$ cat config.mk
export PLATFORM = sky130hd
export DESIGN_NAME = ldo_status_select
export DESIGN_NICKNAME = d
export VERILOG_FILES = /design/src/ldo_pkg.sv /design/src/ldo_lock_filter.sv /design/src/ldo_status_select.sv
export SDC_FILE = /design/constraint.sdc
export NUM_CORES = 1
export LEC_CHECK = 0
export BUFFER_PORTS_ARGS = -buffer_cell sky130_fd_sc_hd__buf_2
export CORE_ASPECT_RATIO = 1.5
export CORE_MARGIN = 2
export CORE_UTILIZATION = 40
export DETAILED_ROUTE_END_ITERATION = 16
export PLACE_DENSITY_LB_ADDON = 0.08
export SYNTH_ARGS = -nofsm -noshare
export SYNTH_HDL_FRONTEND = slang
export SYNTH_HIERARCHICAL = 1
export SYNTH_SLANG_ARGS = --single-unit
$ cat constraint.sdc
create_clock -name clk -period 2.6 [get_ports clk]
set_clock_uncertainty 0.2 [all_clocks]
set_input_delay 0.39 -clock clk [delete_from_list [all_inputs] [get_ports clk]]
set_output_delay 0.39 -clock clk [all_outputs]
set_load 0.05 [all_outputs]
$ cat src/ldo_pkg.sv
// constants shared by the status select top and its per-loop lock filter
// assumes a single 25 MHz clock and pins that are synchronised before use
package ldo_pkg;
   // serial control word: payload bits above a small word-select field
   localparam int PAYLOAD_W = 18;
   localparam int CTL_W = 2;
   localparam int SER_W = PAYLOAD_W + CTL_W;
   localparam logic [1:0] CTL_MAIN_R = 2'h0;
   localparam logic [1:0] CTL_AUX_R = 2'h1;
   // fields of the reference words
   localparam int SEL_HI = 17;
   localparam int SEL_LO = 14;
   localparam int OSC_BIT = 14;
   localparam int MAIN_POL_BIT = 14;
   localparam int AUX_POL_BIT = 15;
   localparam logic [PAYLOAD_W-1:0] WORD_RESET = 18'h00000;
   // select codes, upper three bits unless noted
   localparam logic [3:0] SEL_LOW = 4'h0;
   localparam logic [3:0] SEL_HIGH = 4'h1;
   localparam logic [2:0] SEL_MAIN_LOCK = 3'h1;
   localparam logic [2:0] SEL_AUX_LOCK = 3'h2;
   localparam logic [2:0] SEL_BOTH_LOCK = 3'h3;
   localparam logic [2:0] SEL_MAIN_REF = 3'h4;
   localparam logic [2:0] SEL_AUX_REF = 3'h5;
   localparam logic [2:0] SEL_MAIN_DIV = 3'h6;
   localparam logic [2:0] SEL_AUX_DIV = 3'h7;
   // timing
   localparam int CLK_PERIOD_NS = 40;
   localparam int NARROW_WIN_NS = 15;
   localparam int WIDE_WIN_NS = 30;
   localparam int NARROW_CYC = (NARROW_WIN_NS / CLK_PERIOD_NS > 0) ?
      NARROW_WIN_NS / CLK_PERIOD_NS : 1;
   localparam int WIDE_CYC = (WIDE_WIN_NS / CLK_PERIOD_NS > 0) ?
      WIDE_WIN_NS / CLK_PERIOD_NS : 1;
   localparam int LOCK_RUN = 4;
   localparam int ERR_W = 4;
   localparam int RUN_W = 3;
   // register map
   localparam int ADDR_W = 4;
   localparam int DATA_W = 8;
   localparam logic [3:0] REG_STATUS = 4'h0;
   localparam logic [3:0] REG_MASK = 4'h1;
   localparam logic [3:0] REG_STATE = 4'h2;
   localparam logic [3:0] REG_SELECT = 4'h3;
   localparam logic [3:0] REG_AUX_W0 = 4'h4;
   localparam logic [3:0] REG_AUX_W1 = 4'h5;
   localparam logic [3:0] REG_AUX_W2 = 4'h6;
   localparam logic [3:0] REG_MAIN_W0 = 4'h7;
   localparam logic [3:0] REG_MAIN_W1 = 4'h8;
   localparam logic [3:0] REG_MAIN_W2 = 4'h9;
   localparam int EV_W = 4;
   // pin synchroniser slots
   localparam int NIN = 9;
   localparam int IN_SCLK = 0;
   localparam int IN_SDATA = 1;
   localparam int IN_SLE = 2;
   localparam int IN_REF0 = 3;
   localparam int IN_DIV0 = 5;
   localparam int IN_PD0 = 7;
endpackage

$ cat src/ldo_lock_filter.sv
// phase detector with anti-backlash pulses and digital lock filter, one loop
// assumes one-cycle edge pulses and a powerdown level already synchronised
module ldo_lock_filter
(
   input wire logic clk,
   input wire logic rst_n,
   input wire logic ref_rise,
   input wire logic div_rise,
   input wire logic polarity,
   input wire logic powerdown,
   output logic pump_up,
   output logic pump_dn,
   output logic lock
);
   logic up;
   logic dn;
   logic done;
   logic [ldo_pkg::ERR_W-1:0] err;
   logic [ldo_pkg::RUN_W-1:0] run;
   logic narrow_ok;
   logic wide_bad;
   localparam logic [ldo_pkg::ERR_W-1:0] ERR_W_ONE = 4'h1;

   assign done = up & dn;
   assign narrow_ok = err <= ldo_pkg::ERR_W'(ldo_pkg::NARROW_CYC);
   assign wide_bad = err > ldo_pkg::ERR_W'(ldo_pkg::WIDE_CYC);

   // both sides held for one cycle before clearing: the minimum pulse in lock
   always_ff @(posedge clk or negedge rst_n)
   begin
      if (!rst_n)
      begin
         up <= 1'b0;
         dn <= 1'b0;
      end
      else if (done)
      begin
         up <= 1'b0;
         dn <= 1'b0;
      end
      else
      begin
         if (ref_rise)
            up <= 1'b1;
         if (div_rise)
            dn <= 1'b1;
      end
   end

   // edges landing in the clearing cycle are lost; at 25 MHz that is rare
   always_ff @(posedge clk or negedge rst_n)
   begin
      if (!rst_n)
      begin
         pump_up <= 1'b0;
         pump_dn <= 1'b0;
      end
      else
      begin
         pump_up <= polarity ? up : dn;
         pump_dn <= polarity ? dn : up;
      end
   end

   always_ff @(posedge clk or negedge rst_n)
   begin
      if (!rst_n)
         err <= '0;
      else if (done)
         err <= '0;
      else if ((up ^ dn) && (err != '1))
         err <= err + ERR_W_ONE;
   end

   always_ff @(posedge clk or negedge rst_n)
   begin
      if (!rst_n)
      begin
         lock <= 1'b0;
         run <= '0;
      end
      else if (powerdown)
      begin
         lock <= 1'b0;
         run <= '0;
      end
      else if (lock)
      begin
         run <= '0;
         if (wide_bad)
            lock <= 1'b0;
      end
      else if (done)
      begin
         if (!narrow_ok)
            run <= '0;
         else if (run == ldo_pkg::RUN_W'(ldo_pkg::LOCK_RUN - 1))
         begin
            lock <= 1'b1;
            run <= '0;
         end
         else
            run <= run + 3'h1;
      end
   end

   AST_PD_UNLOCK: assert property (@(posedge clk) disable iff (!rst_n)
      powerdown |=> !lock)
      else $error("lock high after powerdown");
   AST_RUN_OF_FOUR: assert property (@(posedge clk) disable iff (!rst_n)
      $rose(lock) |-> $past(done) && $past(narrow_ok)
         && $past(run) == ldo_pkg::RUN_W'(ldo_pkg::LOCK_RUN - 1))
      else $error("lock set without a full good run");
   AST_WIDE_DROP: assert property (@(posedge clk) disable iff (!rst_n)
      (lock && wide_bad) |=> !lock)
      else $error("lock kept past wide window");
   AST_WIDE_KEEP: assert property (@(posedge clk) disable iff (!rst_n)
      (lock && !wide_bad && !powerdown) |=> lock)
      else $error("lock dropped inside wide window");
   AST_BAD_CLEARS: assert property (@(posedge clk) disable iff (!rst_n)
      (!lock && done && !narrow_ok) |=> run == '0 && !lock)
      else $error("bad cycle did not clear run");
   AST_MIN_PULSE: assert property (@(posedge clk) disable iff (!rst_n)
      done |=> pump_up && pump_dn ##1 !(pump_up && pump_dn))
      else $error("compare pulse not one cycle on both pumps");
endmodule

$ cat src/ldo_status_select.sv
// status pin select, oscillator mode and lock detect for a dual synthesizer
// assumes a host on the three-wire serial pins and software on the reg port
// Notes on behaviour
// - select bits 17..14 of aux word: 0 low, 1 high, lock codes
// - upper select 100 main reference output, 101 aux reference output
// - upper select 110 main N counter output, 111 aux N counter output
// - lock set after four consecutive reference cycles inside narrow window
// - once locked the wide figure applies; at 40 ns both windows round to one cycle
// - locked loop unlocks as soon as error exceeds wide window
// - powered-down loop holds its lock flag low
// - constant-level select codes force crystal oscillator mode
// - otherwise bit 14 picks mode: 0 logic, 1 crystal
// - data valid at serial clock rise; device shifts on that rise
// - locked loop still emits minimum up and down pump pulses
//
// Chosen here: the address map and the plain strobed port.
module ldo_status_select
(
   input wire logic clk,
   input wire logic rst_n,
   input wire logic ser_clk_pin,
   input wire logic ser_data_pin,
   input wire logic ser_latch_pin,
   input wire logic main_reference_phase_input,
   input wire logic aux_reference_phase_input,
   input wire logic main_divider_phase_input,
   input wire logic aux_divider_phase_input,
   input wire logic main_powerdown,
   input wire logic aux_powerdown,
   input wire logic [ldo_pkg::ADDR_W-1:0] reg_addr,
   input wire logic [ldo_pkg::DATA_W-1:0] reg_wdata,
   input wire logic reg_wr,
   input wire logic reg_rd,
   output logic [ldo_pkg::DATA_W-1:0] reg_rdata,
   output logic irq,
   output logic status_mux_pin,
   output logic osc_crystal_mode,
   output logic main_charge_pump_up,
   output logic main_charge_pump_dn,
   output logic aux_charge_pump_up,
   output logic aux_charge_pump_dn
);
   // constant levels on the status pin also force crystal mode
   function automatic logic sel_is_const(input logic [3:0] s);
      sel_is_const = (s == ldo_pkg::SEL_LOW) || (s == ldo_pkg::SEL_HIGH);
   endfunction

   logic [ldo_pkg::NIN-1:0] pins;
   logic [ldo_pkg::NIN-1:0] s1;
   logic [ldo_pkg::NIN-1:0] s2;
   logic [ldo_pkg::NIN-1:0] s3;
   logic [ldo_pkg::NIN-1:0] filt;
   logic [ldo_pkg::NIN-1:0] filt_d;
   logic [ldo_pkg::NIN-1:0] rise;
   logic [ldo_pkg::SER_W-1:0] shift;
   logic [ldo_pkg::PAYLOAD_W-1:0] aux_word;
   logic [ldo_pkg::PAYLOAD_W-1:0] main_word;
   logic [3:0] sel;
   logic [1:0] lock;
   logic [1:0] pol;
   logic [1:0] pump_up;
   logic [1:0] pump_dn;
   logic [1:0] lock_d;
   logic [ldo_pkg::EV_W-1:0] status;
   logic [ldo_pkg::EV_W-1:0] mask;
   logic [ldo_pkg::EV_W-1:0] events;
   logic [ldo_pkg::EV_W-1:0] clear;
   logic [ldo_pkg::DATA_W-1:0] next_rdata;
   logic next_mux;

   assign pins = {aux_powerdown, main_powerdown,
                  aux_divider_phase_input, main_divider_phase_input,
                  aux_reference_phase_input, main_reference_phase_input,
                  ser_latch_pin, ser_data_pin, ser_clk_pin};

   // three stages; a level is taken only once stages two and three agree,
   // which rejects a single-cycle glitch at the cost of two cycles latency
   always_ff @(posedge clk or negedge rst_n)
   begin
      if (!rst_n)
      begin
         s1 <= '0;
         s2 <= '0;
         s3 <= '0;
      end
      else
      begin
         s1 <= pins;
         s2 <= s1;
         s3 <= s2;
      end
   end

   always_ff @(posedge clk or negedge rst_n)
   begin
      if (!rst_n)
      begin
         filt <= '0;
         filt_d <= '0;
      end
      else
      begin
         filt <= (filt & (s2 ^ s3)) | (s2 & ~(s2 ^ s3));
         filt_d <= filt;
      end
   end

   assign rise = filt & ~filt_d;

   // serial word, msb first into the low end
   always_ff @(posedge clk or negedge rst_n)
   begin
      if (!rst_n)
         shift <= '0;
      else if (rise[ldo_pkg::IN_SCLK])
         shift <= {shift[ldo_pkg::SER_W-2:0], filt[ldo_pkg::IN_SDATA]};
   end

   // latch rise moves the payload into the word named by the select field
   always_ff @(posedge clk or negedge rst_n)
   begin
      if (!rst_n)
      begin
         aux_word <= ldo_pkg::WORD_RESET;
         main_word <= ldo_pkg::WORD_RESET;
      end
      else if (rise[ldo_pkg::IN_SLE])
      begin
         if (shift[ldo_pkg::CTL_W-1:0] == ldo_pkg::CTL_AUX_R)
            aux_word <= shift[ldo_pkg::SER_W-1:ldo_pkg::CTL_W];
         if (shift[ldo_pkg::CTL_W-1:0] == ldo_pkg::CTL_MAIN_R)
            main_word <= shift[ldo_pkg::SER_W-1:ldo_pkg::CTL_W];
      end
   end

   assign sel = aux_word[ldo_pkg::SEL_HI:ldo_pkg::SEL_LO];
   assign pol = {main_word[ldo_pkg::AUX_POL_BIT], main_word[ldo_pkg::MAIN_POL_BIT]};

   genvar g;
   generate
      for (g = 0; g < 2; g++)
      begin : loop
         ldo_lock_filter u_filter
         (
            .clk(clk),
            .rst_n(rst_n),
            .ref_rise(rise[ldo_pkg::IN_REF0 + g]),
            .div_rise(rise[ldo_pkg::IN_DIV0 + g]),
            .polarity(pol[g]),
            .powerdown(filt[ldo_pkg::IN_PD0 + g]),
            .pump_up(pump_up[g]),
            .pump_dn(pump_dn[g]),
            .lock(lock[g])
         );
      end
   endgenerate

   assign main_charge_pump_up = pump_up[0];
   assign main_charge_pump_dn = pump_dn[0];
   assign aux_charge_pump_up = pump_up[1];
   assign aux_charge_pump_dn = pump_dn[1];

   // status pin source; bit 14 only matters for the two constant codes
   always_comb
   begin
      next_mux = 1'b0;
      case (sel[3:1])
         3'h0: next_mux = sel[0];
         ldo_pkg::SEL_MAIN_LOCK: next_mux = lock[0];
         ldo_pkg::SEL_AUX_LOCK: next_mux = lock[1];
         ldo_pkg::SEL_BOTH_LOCK: next_mux = lock[0] & lock[1];
         ldo_pkg::SEL_MAIN_REF: next_mux = filt[ldo_pkg::IN_REF0];
         ldo_pkg::SEL_AUX_REF: next_mux = filt[ldo_pkg::IN_REF0 + 1];
         ldo_pkg::SEL_MAIN_DIV: next_mux = filt[ldo_pkg::IN_DIV0];
         ldo_pkg::SEL_AUX_DIV: next_mux = filt[ldo_pkg::IN_DIV0 + 1];
         default: next_mux = 1'b0;
      endcase
   end

   always_ff @(posedge clk or negedge rst_n)
   begin
      if (!rst_n)
         status_mux_pin <= 1'b0;
      else
         status_mux_pin <= next_mux;
   end

   // reset lands on select zero, so the oscillator starts in crystal mode
   always_ff @(posedge clk or negedge rst_n)
   begin
      if (!rst_n)
         osc_crystal_mode <= 1'b1;
      else if (sel_is_const(sel))
         osc_crystal_mode <= 1'b1;
      else
         osc_crystal_mode <= aux_word[ldo_pkg::OSC_BIT];
   end

   // lock gained and lost events per loop
   always_ff @(posedge clk or negedge rst_n)
   begin
      if (!rst_n)
         lock_d <= '0;
      else
         lock_d <= lock;
   end

   assign events = {lock_d & ~lock, lock & ~lock_d};
   assign clear = (reg_wr && reg_addr == ldo_pkg::REG_STATUS) ?
      reg_wdata[ldo_pkg::EV_W-1:0] : '0;

   // a new event wins over a write-one-clear in the same cycle
   always_ff @(posedge clk or negedge rst_n)
   begin
      if (!rst_n)
         status <= '0;
      else
         status <= (status & ~clear) | events;
   end

   always_ff @(posedge clk or negedge rst_n)
   begin
      if (!rst_n)
         mask <= '0;
      else if (reg_wr && reg_addr == ldo_pkg::REG_MASK)
         mask <= reg_wdata[ldo_pkg::EV_W-1:0];
   end

   assign irq = |(status & mask);

   always_comb
   begin
      next_rdata = '0;
      case (reg_addr)
         ldo_pkg::REG_STATUS: next_rdata = {4'h0, status};
         ldo_pkg::REG_MASK: next_rdata = {4'h0, mask};
         ldo_pkg::REG_STATE: next_rdata = {3'h0, pol, osc_crystal_mode, lock};
         ldo_pkg::REG_SELECT: next_rdata = {4'h0, sel};
         ldo_pkg::REG_AUX_W0: next_rdata = aux_word[7:0];
         ldo_pkg::REG_AUX_W1: next_rdata = aux_word[15:8];
         ldo_pkg::REG_AUX_W2: next_rdata = {6'h00, aux_word[17:16]};
         ldo_pkg::REG_MAIN_W0: next_rdata = main_word[7:0];
         ldo_pkg::REG_MAIN_W1: next_rdata = main_word[15:8];
         ldo_pkg::REG_MAIN_W2: next_rdata = {6'h00, main_word[17:16]};
         default: next_rdata = '0;
      endcase
   end

   // read data stands only in the cycle after the strobe
   always_ff @(posedge clk or negedge rst_n)
   begin
      if (!rst_n)
         reg_rdata <= '0;
      else if (reg_rd)
         reg_rdata <= next_rdata;
      else
         reg_rdata <= '0;
   end

   AST_MUX_CONST: assert property (@(posedge clk) disable iff (!rst_n)
      (sel[3:1] == 3'h0) |=> status_mux_pin == $past(sel[0]))
      else $error("constant select level wrong");
   AST_MUX_BOTH: assert property (@(posedge clk) disable iff (!rst_n)
      (sel[3:1] == ldo_pkg::SEL_BOTH_LOCK) |=> status_mux_pin == $past(&lock))
      else $error("and of locks wrong on status pin");
   AST_MUX_AUX_LOCK: assert property (@(posedge clk) disable iff (!rst_n)
      (sel[3:1] == ldo_pkg::SEL_AUX_LOCK) |=> status_mux_pin == $past(lock[1]))
      else $error("aux lock wrong on status pin");
   AST_MUX_REF: assert property (@(posedge clk) disable iff (!rst_n)
      (sel[3:1] == ldo_pkg::SEL_AUX_REF)
         |=> status_mux_pin == $past(filt[ldo_pkg::IN_REF0 + 1]))
      else $error("aux reference output wrong on status pin");
   AST_MUX_DIV: assert property (@(posedge clk) disable iff (!rst_n)
      (sel[3:1] == ldo_pkg::SEL_MAIN_DIV)
         |=> status_mux_pin == $past(filt[ldo_pkg::IN_DIV0]))
      else $error("main divider output wrong on status pin");
   AST_OSC_FORCE: assert property (@(posedge clk) disable iff (!rst_n)
      sel_is_const(sel) |=> osc_crystal_mode)
      else $error("crystal mode not forced");
   AST_OSC_BIT: assert property (@(posedge clk) disable iff (!rst_n)
      !sel_is_const(sel) |=> osc_crystal_mode == $past(aux_word[ldo_pkg::OSC_BIT]))
      else $error("oscillator mode does not follow bit 14");
   AST_SHIFT_IN: assert property (@(posedge clk) disable iff (!rst_n)
      rise[ldo_pkg::IN_SCLK] |=> shift[0] == $past(filt[ldo_pkg::IN_SDATA])
         && shift[ldo_pkg::SER_W-1:1] == $past(shift[ldo_pkg::SER_W-2:0]))
      else $error("serial bit not shifted on clock rise");
   AST_PD_PIN: assert property (@(posedge clk) disable iff (!rst_n)
      (filt[ldo_pkg::IN_PD0] && sel[3:1] == ldo_pkg::SEL_MAIN_LOCK)
         |=> ##1 !status_mux_pin)
      else $error("powered-down main loop shows lock");
   AST_IRQ_LEVEL: assert property (@(posedge clk) disable iff (!rst_n)
      (|(events & mask)) && !(reg_wr && reg_addr == ldo_pkg::REG_MASK)
         |=> irq)
      else $error("unmasked event did not raise the interrupt");
   AST_READ_ONE: assert property (@(posedge clk) disable iff (!rst_n)
      !reg_rd |=> reg_rdata == '0)
      else $error("read data outside its cycle");
   // routes that the checks above leave open
   AST_MUX_MAIN_LOCK: assert property (@(posedge clk) disable iff (!rst_n)
      (sel[3:1] == ldo_pkg::SEL_MAIN_LOCK) |=> status_mux_pin == $past(lock[0]))
      else $error("main lock wrong on status pin");
   AST_MUX_MAIN_REF: assert property (@(posedge clk) disable iff (!rst_n)
      (sel[3:1] == ldo_pkg::SEL_MAIN_REF)
         |=> status_mux_pin == $past(filt[ldo_pkg::IN_REF0]))
      else $error("main reference output wrong on status pin");
   AST_MUX_AUX_DIV: assert property (@(posedge clk) disable iff (!rst_n)
      (sel[3:1] == ldo_pkg::SEL_AUX_DIV)
         |=> status_mux_pin == $past(filt[ldo_pkg::IN_DIV0 + 1]))
      else $error("aux divider output wrong on status pin");
   AST_PD_PIN_AUX: assert property (@(posedge clk) disable iff (!rst_n)
      (filt[ldo_pkg::IN_PD0 + 1] && sel[3:1] == ldo_pkg::SEL_BOTH_LOCK)
         |=> ##1 !status_mux_pin)
      else $error("powered-down aux loop shows lock");
   // pin filter, serial path and word loads
   AST_SYNC_AGREE: assert property (@(posedge clk) disable iff (!rst_n)
      ((filt ^ $past(filt)) & ($past(s2) ^ $past(s3))) == '0)
      else $error("pin level taken before stages two and three agree");
   AST_SHIFT_HOLD: assert property (@(posedge clk) disable iff (!rst_n)
      !rise[ldo_pkg::IN_SCLK] |=> $stable(shift))
      else $error("shift register moved without a serial clock rise");
   AST_AUX_LOAD: assert property (@(posedge clk) disable iff (!rst_n)
      (rise[ldo_pkg::IN_SLE] && shift[ldo_pkg::CTL_W-1:0] == ldo_pkg::CTL_AUX_R)
         |=> aux_word == $past(shift[ldo_pkg::SER_W-1:ldo_pkg::CTL_W]))
      else $error("aux word not loaded on latch rise");
   AST_MAIN_LOAD: assert property (@(posedge clk) disable iff (!rst_n)
      (rise[ldo_pkg::IN_SLE] && shift[ldo_pkg::CTL_W-1:0] == ldo_pkg::CTL_MAIN_R)
         |=> main_word == $past(shift[ldo_pkg::SER_W-1:ldo_pkg::CTL_W]))
      else $error("main word not loaded on latch rise");
   // event flags and register port
   AST_SET_WINS: assert property (@(posedge clk) disable iff (!rst_n)
      (|events) |=> (status & $past(events)) == $past(events))
      else $error("event lost against a clear");
   AST_CLEAR_W1C: assert property (@(posedge clk) disable iff (!rst_n)
      (reg_wr && reg_addr == ldo_pkg::REG_STATUS && !(|events))
         |=> (status & $past(reg_wdata[ldo_pkg::EV_W-1:0])) == '0)
      else $error("write one did not clear status");
   AST_MASK_WRITE: assert property (@(posedge clk) disable iff (!rst_n)
      (reg_wr && reg_addr == ldo_pkg::REG_MASK)
         |=> mask == $past(reg_wdata[ldo_pkg::EV_W-1:0]))
      else $error("mask write not taken");
   AST_READ_DATA: assert property (@(posedge clk) disable iff (!rst_n)
      reg_rd |=> reg_rdata == $past(next_rdata))
      else $error("read data not presented in the cycle after the strobe");
endmodule

Word-level counts from Yosys, hierarchy flattened. Cells that the tools add are included.

Output and inout bits: 15. Logic and storage cells: 141. Input port bits: 25. Bits in registers: 143.

Muxes and demuxes: 43. Eq/ne operators: 22. $lt $le $gt $ge: 4. Add/subtract/negate cells: 4. Bitwise logic cells: 20. Reductions and logical operators: 20.

Operators by type and width (number): one-hot mux 8 bit (10 select lines) (1); 2-to-1 mux 3 bit (10); 2-to-1 mux 1 bit (25); 2-to-1 mux 4 bit (5); AND 9 bit (2); equality test 4 x 3 -> 1 bit (second input constant) (4); equality test 3 x 2 -> 1 bit (second input constant) (4); equality test 3 bit (second input constant) (4); nonzero test 2 bit (6); inverter 9 bit (1); OR 9 bit (1); XOR 9 bit (1); adder 4 x 1 -> 4 bit (second input constant) (2); AND 4 bit (2); equality test 4 x 1 -> 1 bit (second input constant) (2); equality test 4 x 2 -> 1 bit (second input constant) (2); equality test 4 bit (second input constant) (2); > comparator 4 x 1 -> 1 bit (second input constant) (2); less-or-equal comparator 4 x 1 -> 1 bit (second input constant) (2); logical NOT 4 bit (2); 2-to-1 mux 8 bit (1); inequality test 4 bit (second input constant) (2); one-hot mux 1 bit (8 select lines) (1); AND 7 bit (1); 17 further kinds (28).

Longest topological paths before layout.
Word-level depth: 6. Mapped depth: 7. Gate-level depth less buffers: 5.

Cells and area by module. Netlist, hierarchy kept.

Modules (own cells, without submodules): ldo_status_select (area an instance 4590.7 um^2, cells each 316, instances 1, seq. area each 2954.1 um^2); ldo_lock_filter (area an instance 608.1 um^2, cells each 56, instances 2, seq. area each 300.3 um^2).

Worst setup path before layout. No wires, ideal clock.

Kind: register to register. Start point: reg shift[1] (netlist name). End point: reg main_word[10] (netlist name). Library setup time: 0.125 ns. Data required time: 2.275 ns. Setup slack: 0.849 ns. Stages on the path, launching flop included: 4. Arrival: 1.427 ns. Cell sequence: dfrtp_1 -> nor4b_4 -> buf_6 -> mux2_2.

Longest elaborated chain between the ends: 2.

Ends and longest elaborated chain: from (decl) (line ldo_status_select.sv:55) `logic [ldo_pkg::SER_W-1:0] shift;`; from (signal assigned) (line ldo_status_select.sv:116) `shift <= {shift[ldo_pkg::SER_W-2:0], filt[ldo_pkg::IN_SDATA]};`; logical NOT 2 bit (line ldo_status_select.sv:131) `if (shift[ldo_pkg::CTL_W-1:0] == ldo_pkg::CTL_MAIN_R)`; AND reduction 2 bit (no line); to (signal assigned) (line ldo_status_select.sv:125) `main_word <= ldo_pkg::WORD_RESET;`; to (signal assigned) (line ldo_status_select.sv:132) `main_word <= shift[ldo_pkg::SER_W-1:ldo_pkg::CTL_W];`; to (decl) (line ldo_status_select.sv:57) `logic [ldo_pkg::PAYLOAD_W-1:0] main_word;`.

Every way passes these cells. A chain may end at the register's enable or synchronous reset.

Worst setup path after layout.
Start point: reg status[1] (netlist name). End point: out irq.

Longest elaborated chain between the ends: 2.

Ends and longest elaborated chain: from (decl) (line ldo_status_select.sv:64) `logic [ldo_pkg::EV_W-1:0] status;`; from (signal assigned) (line ldo_status_select.sv:218) `status <= (status & ~clear) | events;`; AND 4 bit (line ldo_status_select.sv:229) `assign irq = |(status & mask);`; OR reduction 4 bit (line ldo_status_select.sv:229); to (decl) (line ldo_status_select.sv:35) `output logic irq,`.

Every way passes these cells.

==> run_results.csv <==
group,metric,value,unit
logic_synthesis,yosysUniqueCellTypes,50,
worst_setup_path,reg2reg_slack,0.69,ns
sta,post-route-period-util,74.3,%
sta,tightest_slew,0.641,ns
cells_and_area,antennaDiodeCount,0,
run,drv_cap,0,
placed_design,portBuffers,35,
detailed_routing,wire_per_inst,16.9,µm
sta,hold_viol,0,
logic_synthesis,synth_top_area_share,60.8,%
sta,max_freq,0.518,GHz
logic_synthesis,synth_async_sr_flop_share,100,%
global_routing,grt_usage,16.9,%
clock_tree,cts_buffers,17,
worst_setup_path,worstRegToRegCells,2,
floorplanning,fp.coreArea,14100,µm²
status,outcome,"finished clean",
cells_and_area,final_nets,518,
cells_and_area,seqCellArea,3550,µm²
global_routing,grt_pass1_vias,3724,
cells_and_area,mostFrequentLayoutCell,"dfrtp_1",
detailed_routing,drt_iter0_drc,165,
clock_tree,cts_sinks,142,
clock_tree,cts_resized,0,
logic_synthesis,ys_seq_area_share,61.2,%
placed_design,dp_hpwl,7750,µm
logic_synthesis,synthFlopType,"dfrtp_1",
logic_synthesis,synthTopCellsByArea,"dfrtp_1, mux2_2, ha_1",
worst_setup_path,reg2reg_from,"shift[1]",
worst_hold_path,min_from,"reg_wdata[0]",
pwr,power.total,7.01,mW
worst_setup_path,crit_type,"flop to output port",
logic_synthesis,ys_seq_elements,142,
sta,setup_violations,0,
cells_and_area,syn2layout_area_growth,19.1,%
sta,setup_tns,0,ns
global_routing,grt_overflow,0,
logic_synthesis,syn_nets,463,
cells_and_area,multi_input_area,2110,µm²
detailed_routing,drc,0,
worst_setup_path,cp_max_fo,3,
sta,slew_headroom,57.3,%
worst_setup_path,end_kind,"output port",
logic_synthesis,synth_area_leader_cell,"dfrtp_1",
clock_tree,htreeDepth,4,
cells_and_area,drive_gt1_share,30.8,%
floorplanning,rows,53,
global_routing,grt_pass1_wl,19500,µm
floorplanning,die_height,152,µm
clock_tree,cts-root-buf,"clkbuf_16",
cells_and_area,final_cells,688,
detailed_routing,vias_per_cell,5.11,
logic_synthesis,synth.avg_cell_area,13.6,µm²
sta,setup_ws,0.669,ns
placed_design,dp.cells,645,
logic_synthesis,synth.cell_area,5810,µm²
placed_design,preCtsSetupSlack,0.575,ns
detailed_routing,ant_nets,0,
clock_tree,clock_latency,0.42,ns
logic_synthesis,yosysWarnings,6,
logic_synthesis,netlist_instances,428,
pwr,leakage,3.13,nW
worst_setup_path,timing.rr.end,"aux_word[15]",
global_routing,grt_max_degree,59,
floorplanning,die_x,102,µm
sta,period_needed,1.93,ns
clock_tree,path_clk_slew,0.06,ns
placed_design,gp_congestion,0.796,
sta,rsz0062_at_grt,"false",
worst_setup_path,required,2.01,ns
worst_hold_path,min_path_type,"input pin to flop",
cells_and_area,most-common-layout-cells,"dfrtp_1, mux2_2, buf_2",
floorplanning,io_pins,40,
sta,finalMaxSlewViolations,0,
worst_hold_path,whs_path_depth,2,
detailed_routing,firstDrtPassIters,4,
detailed_routing,totalWireLength,11700,µm
global_routing,antenna_found_initial,0,
worst_setup_path,critPathLaunch,"status[1]",
cells_and_area,fin_util,49.0,%
worst_setup_path,startpoint_type,"flop",
detailed_routing,dr_total_vias,3518,
floorplanning,die_area,15500,µm²
pwr,p_per_area,1010,nW/µm²
floorplanning,initial_core_util,41.1,%
clock_tree,cts_buffer_depth,2,
cells_and_area,fillCellCount,1247,
worst_setup_path,crit_arrival,1.34,ns
worst_setup_path,critPathCapture,"irq",
clock_tree,cts_tree,"built",
logic_synthesis,synth-edff-count,0,
pwr,peakVddDrop,0.000466,V
[critical path, cell delays in order (launching register included)]
cell	delay (ns)
dfrtp_1	0.44
a22oi_1	0.19
nand2_1	0.08
buf_2	0.21
[cell usage after synthesis (6+ instances only)]
cell,number
dfrtp_1,141
mux2_2,69
nor2_1,27
nand2_1,13
buf_2,11
ha_1,10
inv_1,10
nand2b_1,10
o21ai_0,10
a21oi_1,9
maj3_1,9
nor2b_1,9
mux2i_1,8
nand3b_1,7
a22o_1,6
a22oi_1,6
and3_1,6
[final cells by class]
class	count	area share [%]
multi-input combinational	258	30.5
clock buffer	19	6.40
tap	192	3.47
timing repair buffer	54	5.27
sequential	142	51.4
clock inverter	13	2.39
inverter	10	0.543
[cells by family (layout without fill, tap and decap cells)]
kind of cell	count (synthesis)	after routing	share of synthesized area, %
and+or+nand+nor	99	99	9.83
AOI/OAI and AO/OA	60	60	7.35
DFF	142	142	61.2
adders and majority gates	19	19	3.71
buffers and inverters	28	96	2.43
muxes	80	80	15.5
[what timing repair did]
item                                   4_1_cts  5_1_grt
endpoints found under the hold margin       64        0
buffers inserted                             0        0
hold buffers                                11        0
[state kept, by name, summed over array words and instances, names as in the netlist, named ones only]
name                   flops
main_word                 18
aux_word                  18
loop.u_filter/lock         2
reg_rdata                  8
loop.u_filter/run          6
s2                         9
loop.u_filter/err          8
loop.u_filter/up           2
loop.u_filter/pump_dn      2
s3                         9
mask                       4
s1                         9
filt_d                     6
lock_d                     2
loop.u_filter/dn           2
shift                     20
status                     4
loop.u_filter/pump_up      2
status_mux_pin             1
osc_crystal_mode           1
[report_power, final]
part | switching, mW | total (mW) | internal, mW
clock network | 0.938 | 2.47 | 1.54
registers | 0.401 | 3.11 | 2.71
logic | 0.710 | 1.43 | 0.721
total | 2.05 | 7.01 | 4.96
[worst min path at each step]
stage / end / slack (ns)
6_report: mask[0] / 0.02
5_1_grt: mask[0] / 0.02
4_1_cts: mask[0] / 0.01
3_5_place_dp: s2[6] / 0.13
3_3_place_gp: s2[3] / 0.13
2_1_floorplan: async pin / -0.11
[per-layer routing]
metal | vias up | global-route usage (%) | routed length [µm]
met5 | - | 0 | 0
met4 | 0 | 7.13 | 288
met3 | 19 | 4.95 | 428
met2 | 63 | 28.7 | 5960
met1 | 1775 | 19.9 | 4980
li1 | 1661 | - | -
[stage by stage]
step,hold slack (ns),area (µm²)
final,0.0248,6920
after global routing,0.0176,6920
after CTS,0.0116,6920
after detailed placement,0.135,6200
after global placement,0.132,6200
after floorplan,-0.106,5810
Power figures use the tool's default switching activity.
